### config.mk
export PLATFORM = sky130hd
export DESIGN_NAME = vis_sequencer
export DESIGN_NICKNAME = d
export VERILOG_FILES = /design/src/vis_pkg.sv /design/src/vis_sequencer.sv
export VERILOG_INCLUDE_DIRS = /design/src
export SDC_FILE = /design/constraint.sdc
export NUM_CORES = 1
export LEC_CHECK = 0
export ABC_CLOCK_PERIOD_IN_PS = 1460
export BUFFER_PORTS_ARGS = -buffer_cell sky130_fd_sc_hd__buf_2
export CAP_MARGIN = 5
export CORE_AREA = 2 2 100 102
export CTS_BUF_LIST = sky130_fd_sc_hd__clkbuf_4 sky130_fd_sc_hd__clkbuf_8 sky130_fd_sc_hd__clkbuf_16
export DETAILED_ROUTE_END_ITERATION = 12
export DIE_AREA = 0 0 102 104
export GPL_TIMING_DRIVEN = 0
export PLACE_DENSITY_LB_ADDON = 0.25
export RECOVER_POWER = 50
export SKIP_CTS_REPAIR_TIMING = 1
export SYNTH_ARGS = -nofsm -noshare
export SYNTH_HDL_FRONTEND = slang
export SYNTH_SLANG_ARGS = --single-unit
### constraint.sdc
create_clock -name clk_in -period 1.46 [get_ports clk_in]
set_input_delay 0.146 -clock clk_in [delete_from_list [all_inputs] [get_ports clk_in]]
set_output_delay 0.146 -clock clk_in [all_outputs]
set_load 0.005 [all_outputs]
### src/vis_cfg.svh
`ifndef VIS_CFG_SVH
`define VIS_CFG_SVH

// register byte offsets
`define VIS_REG_CONTROL 4'h0
`define VIS_REG_ENABLE 4'h4
`define VIS_REG_PENDING 4'h8
`define VIS_REG_STATUS 4'hc

// control register fields
`define VIS_CTL_GIE_BIT 0
`define VIS_CTL_WAKE_GRP_BIT 1
`define VIS_CTL_NMI_BIT 2

// maskable source positions in the enable and pending registers
`define VIS_SRC_EXTERNAL 0
`define VIS_SRC_IDLE_TIMER 1
`define VIS_SRC_TIMER_A 2
`define VIS_SRC_TIMER_B 3
`define VIS_SRC_SERIAL 4
`define VIS_SRC_CAPTURE 5
`define VIS_SRC_PORT_WAKE 6
`define VIS_NUM_MASKABLE 7

// arbitration ranks, 1 is highest
`define VIS_RANK_TRAP 5'h01
`define VIS_RANK_EXTERNAL 5'h03
`define VIS_RANK_IDLE_TIMER 5'h04
`define VIS_RANK_TIMER_A 5'h05
`define VIS_RANK_TIMER_B 5'h06
`define VIS_RANK_SERIAL 5'h07
`define VIS_RANK_CAPTURE 5'h0b
`define VIS_RANK_PORT_WAKE 5'h0f
`define VIS_RANK_DEFAULT 5'h10

// entry point and acknowledge length
`define VIS_ENTRY_POINT 15'h00ff
`define VIS_ACK_CYCLES 3'h7
`define VIS_ACK_PUSH_STEP 3'h2

// reset values
`define VIS_RST_CONTROL 2'h0
`define VIS_RST_ENABLE 7'h00
`define VIS_RST_PENDING 7'h00

`endif

### src/vis_pkg.sv
package vis_pkg;

	typedef enum logic [0:0] {
		VIS_RUN,
		VIS_ACK
	} vis_state_type;

	// requests from the processor sequencer, all on clk_in
	typedef struct packed {
		logic instr_cycle;
		logic instr_start;
		logic skip;
		logic trap;
		logic return_from_interrupt;
		logic psw_gie_we;
		logic psw_gie;
		logic [14:0] next_pc;
		logic [14:0] pop_addr;
	} vis_cpu_req_type;

	// commands back to the sequencer and stack
	typedef struct packed {
		logic ack_active;
		logic push;
		logic [14:0] push_addr;
		logic pc_load;
		logic [14:0] pc_addr;
	} vis_cpu_cmd_type;

	// peripheral event pulses, same clock
	typedef struct packed {
		logic idle_timer;
		logic timer_a;
		logic timer_b;
		logic serial;
		logic capture;
	} vis_events_type;

endpackage

### src/vis_sequencer.sv
`timescale 1ns/1ps
`include "vis_cfg.svh"
//------------------------------------------------------------
//------------------------------------------------------------
module vis_sequencer (
	// clock and reset
	input wire logic clk_in,
	input wire logic rst_n_in,
	// avalon-mm slave
	input wire logic [3:0] avs_address_in,
	input wire logic avs_read_in,
	input wire logic avs_write_in,
	input wire logic [31:0] avs_writedata_in,
	input wire logic [3:0] avs_byteenable_in,
	output logic [31:0] avs_readdata_out,
	output logic avs_waitrequest_out,
	// processor sequencer
	input wire vis_pkg::vis_cpu_req_type cpu_req_in,
	output vis_pkg::vis_cpu_cmd_type cpu_cmd_out,
	// interrupt sources
	input wire vis_pkg::vis_events_type events_in,
	input wire logic external_pin_in,
	input wire logic [7:0] wake_enable_mask_in,
	input wire logic [7:0] wake_pending_mask_in,
	// vector select rank of the current winner
	output logic [4:0] vector_rank_out
);
	import vis_pkg::*;

	//------------------------------------------------------------
	// state
	//------------------------------------------------------------
	vis_state_type state;
	logic [2:0] ack_step;
	logic global_interrupt_enable;
	logic port_wake_group_enable;
	logic [6:0] irq_enable;
	logic [6:0] pend_flags;
	logic trap_request;
	logic trap_active;
	logic trap_taken;
	logic [14:0] return_addr;
	logic ext_sync_a;
	logic ext_sync_b;
	logic ext_prev;
	logic bus_ack;
	logic [6:0] pend_view;
	logic [6:0] qualified;
	logic maskable_ok;
	logic take_any;
	logic take_now;
	logic ack_done;
	logic [6:0] next_pend;
	logic [6:0] set_mask;
	logic [6:0] clr_mask;
	logic bus_wr;
	logic bus_rd;
	logic cmd_ack_active;
	logic cmd_push;
	logic [14:0] cmd_push_addr;
	logic cmd_pc_load;
	logic [14:0] cmd_pc_addr;

	//------------------------------------------------------------
	// ranking
	//------------------------------------------------------------
	// fixed order, reserved slots never request
	function automatic logic [4:0] vis_rank(input logic trap, input logic [6:0] req);
		logic [4:0] r;
		r = `VIS_RANK_DEFAULT;
		if (trap) begin
			r = `VIS_RANK_TRAP;
		end else if (req[`VIS_SRC_EXTERNAL]) begin
			r = `VIS_RANK_EXTERNAL;
		end else if (req[`VIS_SRC_IDLE_TIMER]) begin
			r = `VIS_RANK_IDLE_TIMER;
		end else if (req[`VIS_SRC_TIMER_A]) begin
			r = `VIS_RANK_TIMER_A;
		end else if (req[`VIS_SRC_TIMER_B]) begin
			r = `VIS_RANK_TIMER_B;
		end else if (req[`VIS_SRC_SERIAL]) begin
			r = `VIS_RANK_SERIAL;
		end else if (req[`VIS_SRC_CAPTURE]) begin
			r = `VIS_RANK_CAPTURE;
		end else if (req[`VIS_SRC_PORT_WAKE]) begin
			r = `VIS_RANK_PORT_WAKE;
		end
		return r;
	endfunction

	//------------------------------------------------------------
	// register decode
	//------------------------------------------------------------
	// a landed bus write to one register with byte lane 0 enabled
	function automatic logic vis_reg_hit(input logic wr, input logic [3:0] addr,
		input logic [3:0] be, input logic [3:0] target);
		return wr && (addr == target) && be[0];
	endfunction

	//------------------------------------------------------------
	// external pin synchroniser and edge
	//------------------------------------------------------------
	always_ff @(posedge clk_in or negedge rst_n_in) begin
		if (!rst_n_in) begin
			ext_sync_a <= 1'b0;
			ext_sync_b <= 1'b0;
			ext_prev <= 1'b0;
		end else begin
			ext_sync_a <= external_pin_in;
			ext_sync_b <= ext_sync_a;
			ext_prev <= ext_sync_b;
		end
	end

	//------------------------------------------------------------
	// request qualification
	//------------------------------------------------------------
	always_comb begin
		pend_view = pend_flags;
		// wake has no flag of its own; the pin pending mask serves
		pend_view[`VIS_SRC_PORT_WAKE] = port_wake_group_enable &
			(|(wake_enable_mask_in & wake_pending_mask_in));
	end

	// idle timer uses irq_enable bit 1 like the others
	assign qualified = pend_view & irq_enable;
	assign maskable_ok = global_interrupt_enable & ~trap_active;
	assign take_any = trap_request | (maskable_ok & (|qualified));
	// a skipped slot is not an instruction start
	assign take_now = (state == VIS_RUN) & cpu_req_in.instr_start &
		~cpu_req_in.skip & take_any;
	assign ack_done = (state == VIS_ACK) & cpu_req_in.instr_cycle &
		(ack_step == (`VIS_ACK_CYCLES - 3'h1));
	assign trap_taken = take_now & trap_request;

	always_ff @(posedge clk_in or negedge rst_n_in) begin
		if (!rst_n_in) begin
			vector_rank_out <= `VIS_RANK_DEFAULT;
		end else begin
			// vector select runs inside a routine with global enable cleared,
			// so the rank ignores it; a running trap routine still ranks first
			vector_rank_out <= vis_rank(trap_request | trap_active,
				qualified);
		end
	end

	//------------------------------------------------------------
	// pending flags
	//------------------------------------------------------------
	always_comb begin
		set_mask = 7'h00;
		set_mask[`VIS_SRC_EXTERNAL] = ext_sync_b & ~ext_prev;
		set_mask[`VIS_SRC_IDLE_TIMER] = events_in.idle_timer;
		set_mask[`VIS_SRC_TIMER_A] = events_in.timer_a;
		set_mask[`VIS_SRC_TIMER_B] = events_in.timer_b;
		set_mask[`VIS_SRC_SERIAL] = events_in.serial;
		set_mask[`VIS_SRC_CAPTURE] = events_in.capture;
		clr_mask = 7'h00;
		if (vis_reg_hit(bus_wr, avs_address_in, avs_byteenable_in, `VIS_REG_PENDING)) begin
			clr_mask = avs_writedata_in[6:0];
		end
		// set beats clear, acknowledge never clears
		next_pend = ((pend_flags & ~clr_mask) | set_mask) & 7'h3f;
	end

	always_ff @(posedge clk_in or negedge rst_n_in) begin
		if (!rst_n_in) begin
			pend_flags <= `VIS_RST_PENDING;
		end else begin
			pend_flags <= next_pend;
		end
	end

	//------------------------------------------------------------
	// trap request and trap routine
	//------------------------------------------------------------
	always_ff @(posedge clk_in or negedge rst_n_in) begin
		if (!rst_n_in) begin
			trap_request <= 1'b0;
		end else if (cpu_req_in.trap) begin
			trap_request <= 1'b1;
		end else if (trap_taken) begin
			trap_request <= 1'b0;
		end
	end

	always_ff @(posedge clk_in or negedge rst_n_in) begin
		if (!rst_n_in) begin
			trap_active <= 1'b0;
		end else if (trap_taken) begin
			trap_active <= 1'b1;
		end else if (cpu_req_in.return_from_interrupt) begin
			trap_active <= 1'b0;
		end
	end

	//------------------------------------------------------------
	// global enable
	//------------------------------------------------------------
	always_ff @(posedge clk_in or negedge rst_n_in) begin
		if (!rst_n_in) begin
			global_interrupt_enable <= 1'b0;
		end else if (take_now) begin
			global_interrupt_enable <= 1'b0;
		end else if (cpu_req_in.return_from_interrupt) begin
			global_interrupt_enable <= 1'b1;
		end else if (cpu_req_in.psw_gie_we) begin
			global_interrupt_enable <= cpu_req_in.psw_gie;
		end else if (vis_reg_hit(bus_wr, avs_address_in, avs_byteenable_in,
			`VIS_REG_CONTROL)) begin
			global_interrupt_enable <= avs_writedata_in[`VIS_CTL_GIE_BIT];
		end
	end

	//------------------------------------------------------------
	// acknowledge sequence
	//------------------------------------------------------------
	always_ff @(posedge clk_in or negedge rst_n_in) begin
		if (!rst_n_in) begin
			state <= VIS_RUN;
			ack_step <= 3'h0;
			return_addr <= 15'h0000;
		end else begin
			case (state)
				VIS_RUN: begin
					if (take_now) begin
						state <= VIS_ACK;
						ack_step <= 3'h0;
						return_addr <= cpu_req_in.next_pc;
					end
				end
				VIS_ACK: begin
					if (ack_done) begin
						state <= VIS_RUN;
						ack_step <= 3'h0;
					end else if (cpu_req_in.instr_cycle) begin
						ack_step <= ack_step + 3'h1;
					end
				end
				default: begin
					state <= VIS_RUN;
					ack_step <= 3'h0;
				end
			endcase
		end
	end

	//------------------------------------------------------------
	// commands to the sequencer and stack
	//------------------------------------------------------------
	always_ff @(posedge clk_in or negedge rst_n_in) begin
		if (!rst_n_in) begin
			cmd_ack_active <= 1'b0;
		end else begin
			cmd_ack_active <= (state == VIS_RUN) ? take_now : ~ack_done;
		end
	end

	always_ff @(posedge clk_in or negedge rst_n_in) begin
		if (!rst_n_in) begin
			cmd_push <= 1'b0;
			cmd_push_addr <= 15'h0000;
		end else begin
			cmd_push <= (state == VIS_ACK) & cpu_req_in.instr_cycle &
				(ack_step == (`VIS_ACK_PUSH_STEP - 3'h1));
			cmd_push_addr <= return_addr;
		end
	end

	// pc load from a return beats nothing; a return cannot run inside acknowledge
	always_ff @(posedge clk_in or negedge rst_n_in) begin
		if (!rst_n_in) begin
			cmd_pc_load <= 1'b0;
			cmd_pc_addr <= 15'h0000;
		end else if (ack_done) begin
			cmd_pc_load <= 1'b1;
			cmd_pc_addr <= `VIS_ENTRY_POINT;
		end else if (cpu_req_in.return_from_interrupt && state == VIS_RUN) begin
			cmd_pc_load <= 1'b1;
			cmd_pc_addr <= cpu_req_in.pop_addr;
		end else begin
			cmd_pc_load <= 1'b0;
		end
	end

	always_comb begin
		cpu_cmd_out = '0;
		cpu_cmd_out.ack_active = cmd_ack_active;
		cpu_cmd_out.push = cmd_push;
		cpu_cmd_out.push_addr = cmd_push_addr;
		cpu_cmd_out.pc_load = cmd_pc_load;
		cpu_cmd_out.pc_addr = cmd_pc_addr;
	end

	//------------------------------------------------------------
	// register bus
	//------------------------------------------------------------
	// one wait state on every access keeps readdata a flop
	assign bus_wr = avs_write_in & bus_ack;
	assign bus_rd = avs_read_in & bus_ack;
	assign avs_waitrequest_out = (avs_read_in | avs_write_in) & ~bus_ack;

	always_ff @(posedge clk_in or negedge rst_n_in) begin
		if (!rst_n_in) begin
			bus_ack <= 1'b0;
		end else begin
			bus_ack <= (avs_read_in | avs_write_in) & ~bus_ack;
		end
	end

	always_ff @(posedge clk_in or negedge rst_n_in) begin
		if (!rst_n_in) begin
			port_wake_group_enable <= 1'b0;
		end else if (vis_reg_hit(bus_wr, avs_address_in, avs_byteenable_in,
			`VIS_REG_CONTROL)) begin
			port_wake_group_enable <= avs_writedata_in[`VIS_CTL_WAKE_GRP_BIT];
		end
	end

	always_ff @(posedge clk_in or negedge rst_n_in) begin
		if (!rst_n_in) begin
			irq_enable <= `VIS_RST_ENABLE;
		end else if (vis_reg_hit(bus_wr, avs_address_in, avs_byteenable_in,
			`VIS_REG_ENABLE)) begin
			irq_enable <= avs_writedata_in[6:0];
		end
	end

	always_ff @(posedge clk_in or negedge rst_n_in) begin
		if (!rst_n_in) begin
			avs_readdata_out <= 32'h00000000;
		end else if ((avs_read_in | avs_write_in) && !bus_ack) begin
			case (avs_address_in)
				`VIS_REG_CONTROL: begin
					avs_readdata_out <= {29'h0, trap_active, port_wake_group_enable,
						global_interrupt_enable};
				end
				`VIS_REG_ENABLE: begin
					avs_readdata_out <= {25'h0, irq_enable};
				end
				`VIS_REG_PENDING: begin
					avs_readdata_out <= {24'h0, trap_request, pend_view};
				end
				`VIS_REG_STATUS: begin
					avs_readdata_out <= {26'h0, (state == VIS_ACK), vector_rank_out};
				end
				default: begin
					avs_readdata_out <= 32'h00000000;
				end
			endcase
		end
	end

endmodule

After elaboration in Yosys (flattened, before gate mapping)
Index checks and enable logic that the tools add are counted.
{ "classes": {"add_sub_neg": 1, "multipliers": 0, "n_div": 0, "magnitude_cmp": 0, "eq_ne": 7, "shift": 0, "n_mux": 30, "n_bitwise": 27, "n_reduce_logical": 18} }
{ "op_table": {"columns": ["op", "n"], "rows": [
  ["two-way mux 5 bit", 8],
  ["case mux 8 bit (4 select lines)", 1],
  ["two-way mux 15 bit", 2],
  ["AND 1 bit", 13],
  ["two-way mux 1 bit", 13],
  ["two-way mux 3 bit", 3],
  ["AND 8 bit", 1],
  ["equality test 4 bit, second input constant", 2],
  ["logical AND 1 bit", 8],
  ["OR reduction 8 bit", 1],
  ["AND 7 bit", 1],
  ["OR reduction 7 bit", 1],
  ["AND 6 bit", 1],
  ["two-way mux 6 bit", 1],
  ["NOT 1 bit", 6],
  ["NOT 6 bit", 1],
  ["bitwise OR 6 bit", 1],
  ["case mux 3 bit (2 select lines)", 1],
  ["nonzero test 2 bit", 3],
  ["equality test 4 x 3 -> 1 bit, second input constant", 1],
  ["logical NOT 4 bit", 1],
  ["AND reduction 2 bit", 2],
  ["nonzero test 4 bit", 1],
  ["adder 3 x 1 -> 3 bit, second input constant", 1],
  ["other kinds (7)", 9]
]} }
{ "word_totals": {"regBits": 110, "latchBits": 0, "ram_bits": 0, "rom_bits": 0, "in_bits": 103, "out_inout_bits": 71, "mem_count": 0} }

Longest topological paths before layout
{ "depth": {"ltp_word": 12, "mapped_depth": 6, "depth_no_buf": 5} }

Least setup slack after synthesis
Ideal clock, no wire load.
{ "synth_path": {"kind": "register -> register", "startpoint": "register cmd_ack_active (netlist name)", "endpoint": "register return_addr[0]", "t_arrival_ns": 1.495, "required_ns": 1.335, "path_slack_ns": -0.160, "stages_incl_launch_ff": 7, "n_path_buf": 2, "cell_sequence": "dfrtp_1 clkbuf_1 nor3b_2 o21ai_1 a21oi_2 buf_6 mux2_4"} }
{ "synth_rtl": {"columns": ["element", "line_no", "text"], "rows": [
  ["end signal, assigned", "vis_sequencer.sv:229", "return_addr <= cpu_req_in.next_pc;"],
  ["end, declared", "vis_sequencer.sv:42", "logic [14:0] return_addr;"]
]} }

Worst setup path after layout
{ "layout_path": {"startpoint": "register pend_flags[4]", "endpoint": "register return_addr[13]"} }
{ "layout_via": {"elab_chain_len": 6} }
{ "layout_lines": {"columns": ["element", "line_no", "text"], "rows": [
  ["start, declared", "vis_sequencer.sv:38", "logic [6:0] pend_flags;"],
  ["start signal, assigned", "vis_sequencer.sv:168", "pend_flags <= `VIS_RST_PENDING;"],
  ["start signal, assigned", "vis_sequencer.sv:170", "pend_flags <= next_pend;"],
  ["AND 7 bit", "vis_sequencer.sv:126", "assign qualified = pend_view & irq_enable;"],
  ["OR reduction 7 bit", "vis_sequencer.sv:128", "assign take_any = trap_request | (maskable_ok & (|qualified));"],
  ["AND 1 bit", "vis_sequencer.sv:128", null],
  ["bitwise OR 1 bit", "vis_sequencer.sv:128", null],
  ["AND 1 bit", "vis_sequencer.sv:131", "~cpu_req_in.skip & take_any;"],
  ["AND reduction 2 bit (no source line)", null, null]
]} }
No other way between the ends.
A chain may end at the register's enable or synchronous reset.

==> results.py <==
metrics = {
    "final_layout": {
        "layoutNonFillerInstCount": 619,
        "diodes": 0,
        "final_net_count": 587,
        "syn_to_final_growth_pct": 36.4,
        "fin_area_um2": 5030,
        "drive_gt1_share_pct": 46.5,
    },
    "floorplanning": {
        "io_pins": 174,
        "core_um2": 9550,
        "start_util_pct": 38.6,
        "rows": 36,
        "fp.dieH_um": 104,
        "die_w_um": 102,
        "dieArea_um2": 10600,
    },
    "placed_design": {
        "place_congestion": 0.799,
        "io_buffers": 119,
        "dp_hpwl_um": 6030,
        "placed_cells": 583,
        "dpl-instance-area_um2": 4590,
    },
    "timing": {
        "final.period_utilization_pct": 117,
        "max_slew_margin_pct": 61.0,
        "fmaxAchievable_mhz": 585,
        "finalHoldViolCount": 0,
        "rsz0062_at_grt": "yes",
        "final.hold.worst_slack_ns": 0.0134,
        "period_minus_slack_ns": 1.71,
        "setup_violations": 20,
        "setup_tns_ns": -4.35,
        "slew_viol_final": 0,
        "clock_skew_ns": 0.0140,
        "finalWorstSetupSlack_ns": -0.249,
        "worst-slew-pin-transition_ns": 0.585,
    },
    "yosys": {
        "synthCells": 307,
        "yosys_warnings": 0,
        "syn_avg_cell_area_um2": 12.0,
        "synthDistinctLibCells": 43,
        "syn-cell-area_um2": 3690,
        "ys_seq_area_share_pct": 57.7,
        "ys_ff_latch": 85,
    },
    "routing": {
        "drt-vias-per-instance": 4.49,
        "wl_per_cell_um": 13.8,
        "drcViolationCount": 0,
        "drtIter0Drc": 99,
        "ant_nets": 0,
        "first_pass_iters": 5,
        "routed_wl_um": 8520,
        "num_vias": 2782,
    },
    "worst_setup_path": {
        "end_kind": "flop",
        "critPathLaunchType": "flop",
        "required_ns": 1.69,
        "critical_path_class": "reg2reg",
        "crit_fanout": 7,
        "crit_arrival_ns": 1.94,
    },
    "hold_path": {
        "hp-class": "in2reg",
    },
    "global_routing": {
        "globalRouteTotalUtil_pct": 15.9,
        "gr-total-overflow": 0,
        "grt_antenna_before_repair": 0,
        "grt_max_degree": 65,
        "grt_pass1_wl_um": 13200,
        "grt_pass1_vias": 2618,
    },
    "cts": {
        "clockBufferDepth": 2,
        "insertion_delay_ns": 0.35,
        "ctsHtreeMaxLevel": 3,
        "numCtsBuffers": 9,
        "clkSlewWorstSetupHoldPaths_ns": 0.08,
        "clock_sinks": 85,
        "root_buffer": "clkbuf_8",
        "cts_tree": "done",
    },
    "power_and_ir_drop": {
        "p_leak_uw": 0.00255,
        "p_per_area_nw_per_um2": 1480,
        "ir_drop_mv": 0.581,
    },
    "run_status": {
        "violations": "setup timing",
        "status": "finished with violations",
    },
    "job": {
        "drv_cap": 0,
    },
}
where the power goes:
group | total (uW) | leakage (uW) | internal (uW) | switching [uW]
clock network | 1580 | 0.000101 | 766 | 814
logic | 2340 | 0.00142 | 1350 | 993
registers | 3530 | 0.00103 | 3120 | 411
worst paths after layout:
kind / cells past startpoint / endpoint / from / slack [ns]
max reg2reg: 7 / return_addr[13] / pend_flags[4] / -0.25
max in group asynchronous: 3 / irq_enable[4] / rst_n_in / 0.17
min reg2reg: 0 / ext_sync_b / ext_sync_a / 0.36
max: 7 / return_addr[13] / pend_flags[4] / -0.25
min in group asynchronous: 2 / avs_readdata_out[2] / rst_n_in / 0.32
min: 3 / cmd_pc_addr[3] / cpu_req_in[3] / 0.01
kinds of logic (layout without fill, tap and decap cells):
logic type / count (synthesis) / in the layout / synth area share [%]
DFF: 85 / 85 / 57.7
and+or+nand+nor: 96 / 96 / 11.9
buffers and inverters: 45 / 201 / 7.80
muxes: 29 / 29 / 11.3
adders and majority gates: 3 / 3 / 1.02
AOI/OAI and AO/OA: 48 / 48 / 10.2
other: 1 / 24 / 0.102
critical path: stages, from the launching register on:
cell	delay, ns
dfrtp_1	0.44
a22oi_2	0.25
nand2_2	0.09
nor3_2	0.15
a21oi_2	0.08
buf_6	0.15
buf_12	0.14
mux2_4	0.29
cells in the mapped netlist (all sizes together):
master	instances	area (um2)
nor2b	2	12.5
o21bai	2	15.0
a22oi	9	87.6
a41oi	1	8.76
and2b	1	7.51
mux2	26	349
nor2	6	22.5
a2bb2oi	1	8.76
nor3b	4	35.0
a32oi	2	36.3
nor3	6	30.0
dfrtp	84	2100
mux4	3	67.6
buf	31	235
nand2	58	218
nand2b	3	18.8
a31oi	1	6.26
a21o	7	52.6
and2	1	6.26
conb	1	3.75
nand3	9	45.0
a211oi	1	7.51
a21oi	8	43.8
dfstp	1	26.3
o21ai	10	50.1
nand4	4	31.3
inv	7	26.3
nor4	2	12.5
clkbuf	7	26.3
a2111oi	1	15.0
o32ai	1	8.76
a22o	4	35.0
ha	3	37.5
registers in the layout, indices dropped and copies added (netlist names):
| register | cells |
|---|---|
| ext_sync_a | 1 |
| cmd_push | 1 |
| cmd_push_addr | 15 |
| pend_flags | 6 |
| irq_enable | 7 |
| global_interrupt_enable | 1 |
| trap_active | 1 |
| ext_sync_b | 1 |
| port_wake_group_enable | 1 |
| cmd_ack_active | 1 |
| ext_prev | 1 |
| bus_ack | 1 |
| vector_rank_out | 5 |
| trap_request | 1 |
| return_addr | 15 |
| ack_step | 3 |
| avs_readdata_out | 8 |
| cmd_pc_load | 1 |
| cmd_pc_addr | 15 |
routing by layer:
layer	GRT usage, %	routed length [um]	up-vias	share of wire [%]
li1	-	-	1354	-
met1	21.4	3760	1340	44
met2	24.5	4230	86	50
met3	4.50	476	2	5.6
met4	5.43	48	0	0.56
met5	0	0	-	0
metrics by stage:
| stage | power [uW] | util, % | worst slack, ns |
|---|---|---|---|
| after global placement | 5570 | 47.7 | -0.477 |
| after CTS | 7260 | 50.0 | -0.288 |
| after detailed placement | 5650 | 48.0 | -0.274 |
| final | 7450 | 52.7 | -0.249 |
| after floorplan | 4750 | - | -0.0930 |
| after global routing | 7970 | 52.7 | -0.341 |
layout by cell type, fill, tap and decap left out, types with 4 or more instances in the layout:
cell / instances
buf_2: 120
clkbuf_4: 4
inv_1: 7
o21ai_0: 6
conb_1: 24
mux2_1: 8
a22oi_2: 6
nor2_1: 4
dlygate4sd3_1: 9
dfrtp_1: 84
buf_4: 36
nor3_1: 4
a22o_1: 4
mux2_4: 15
a21oi_1: 7
nand3_1: 9
a21o_1: 7
nand2_1: 57
clkbuf_8: 11
cell type report:
type,instances,area (um2)
clock inverters,2,10.0
clock buffers,14,174
inverters,7,26.3
fillers,922,4520
well taps,133,166
repair buffers,141,807
multi-input cells,200,1430
flip-flops and latches,85,2130
plain buffers,37,288
Note: power is estimated with default switching activity, not from simulation.
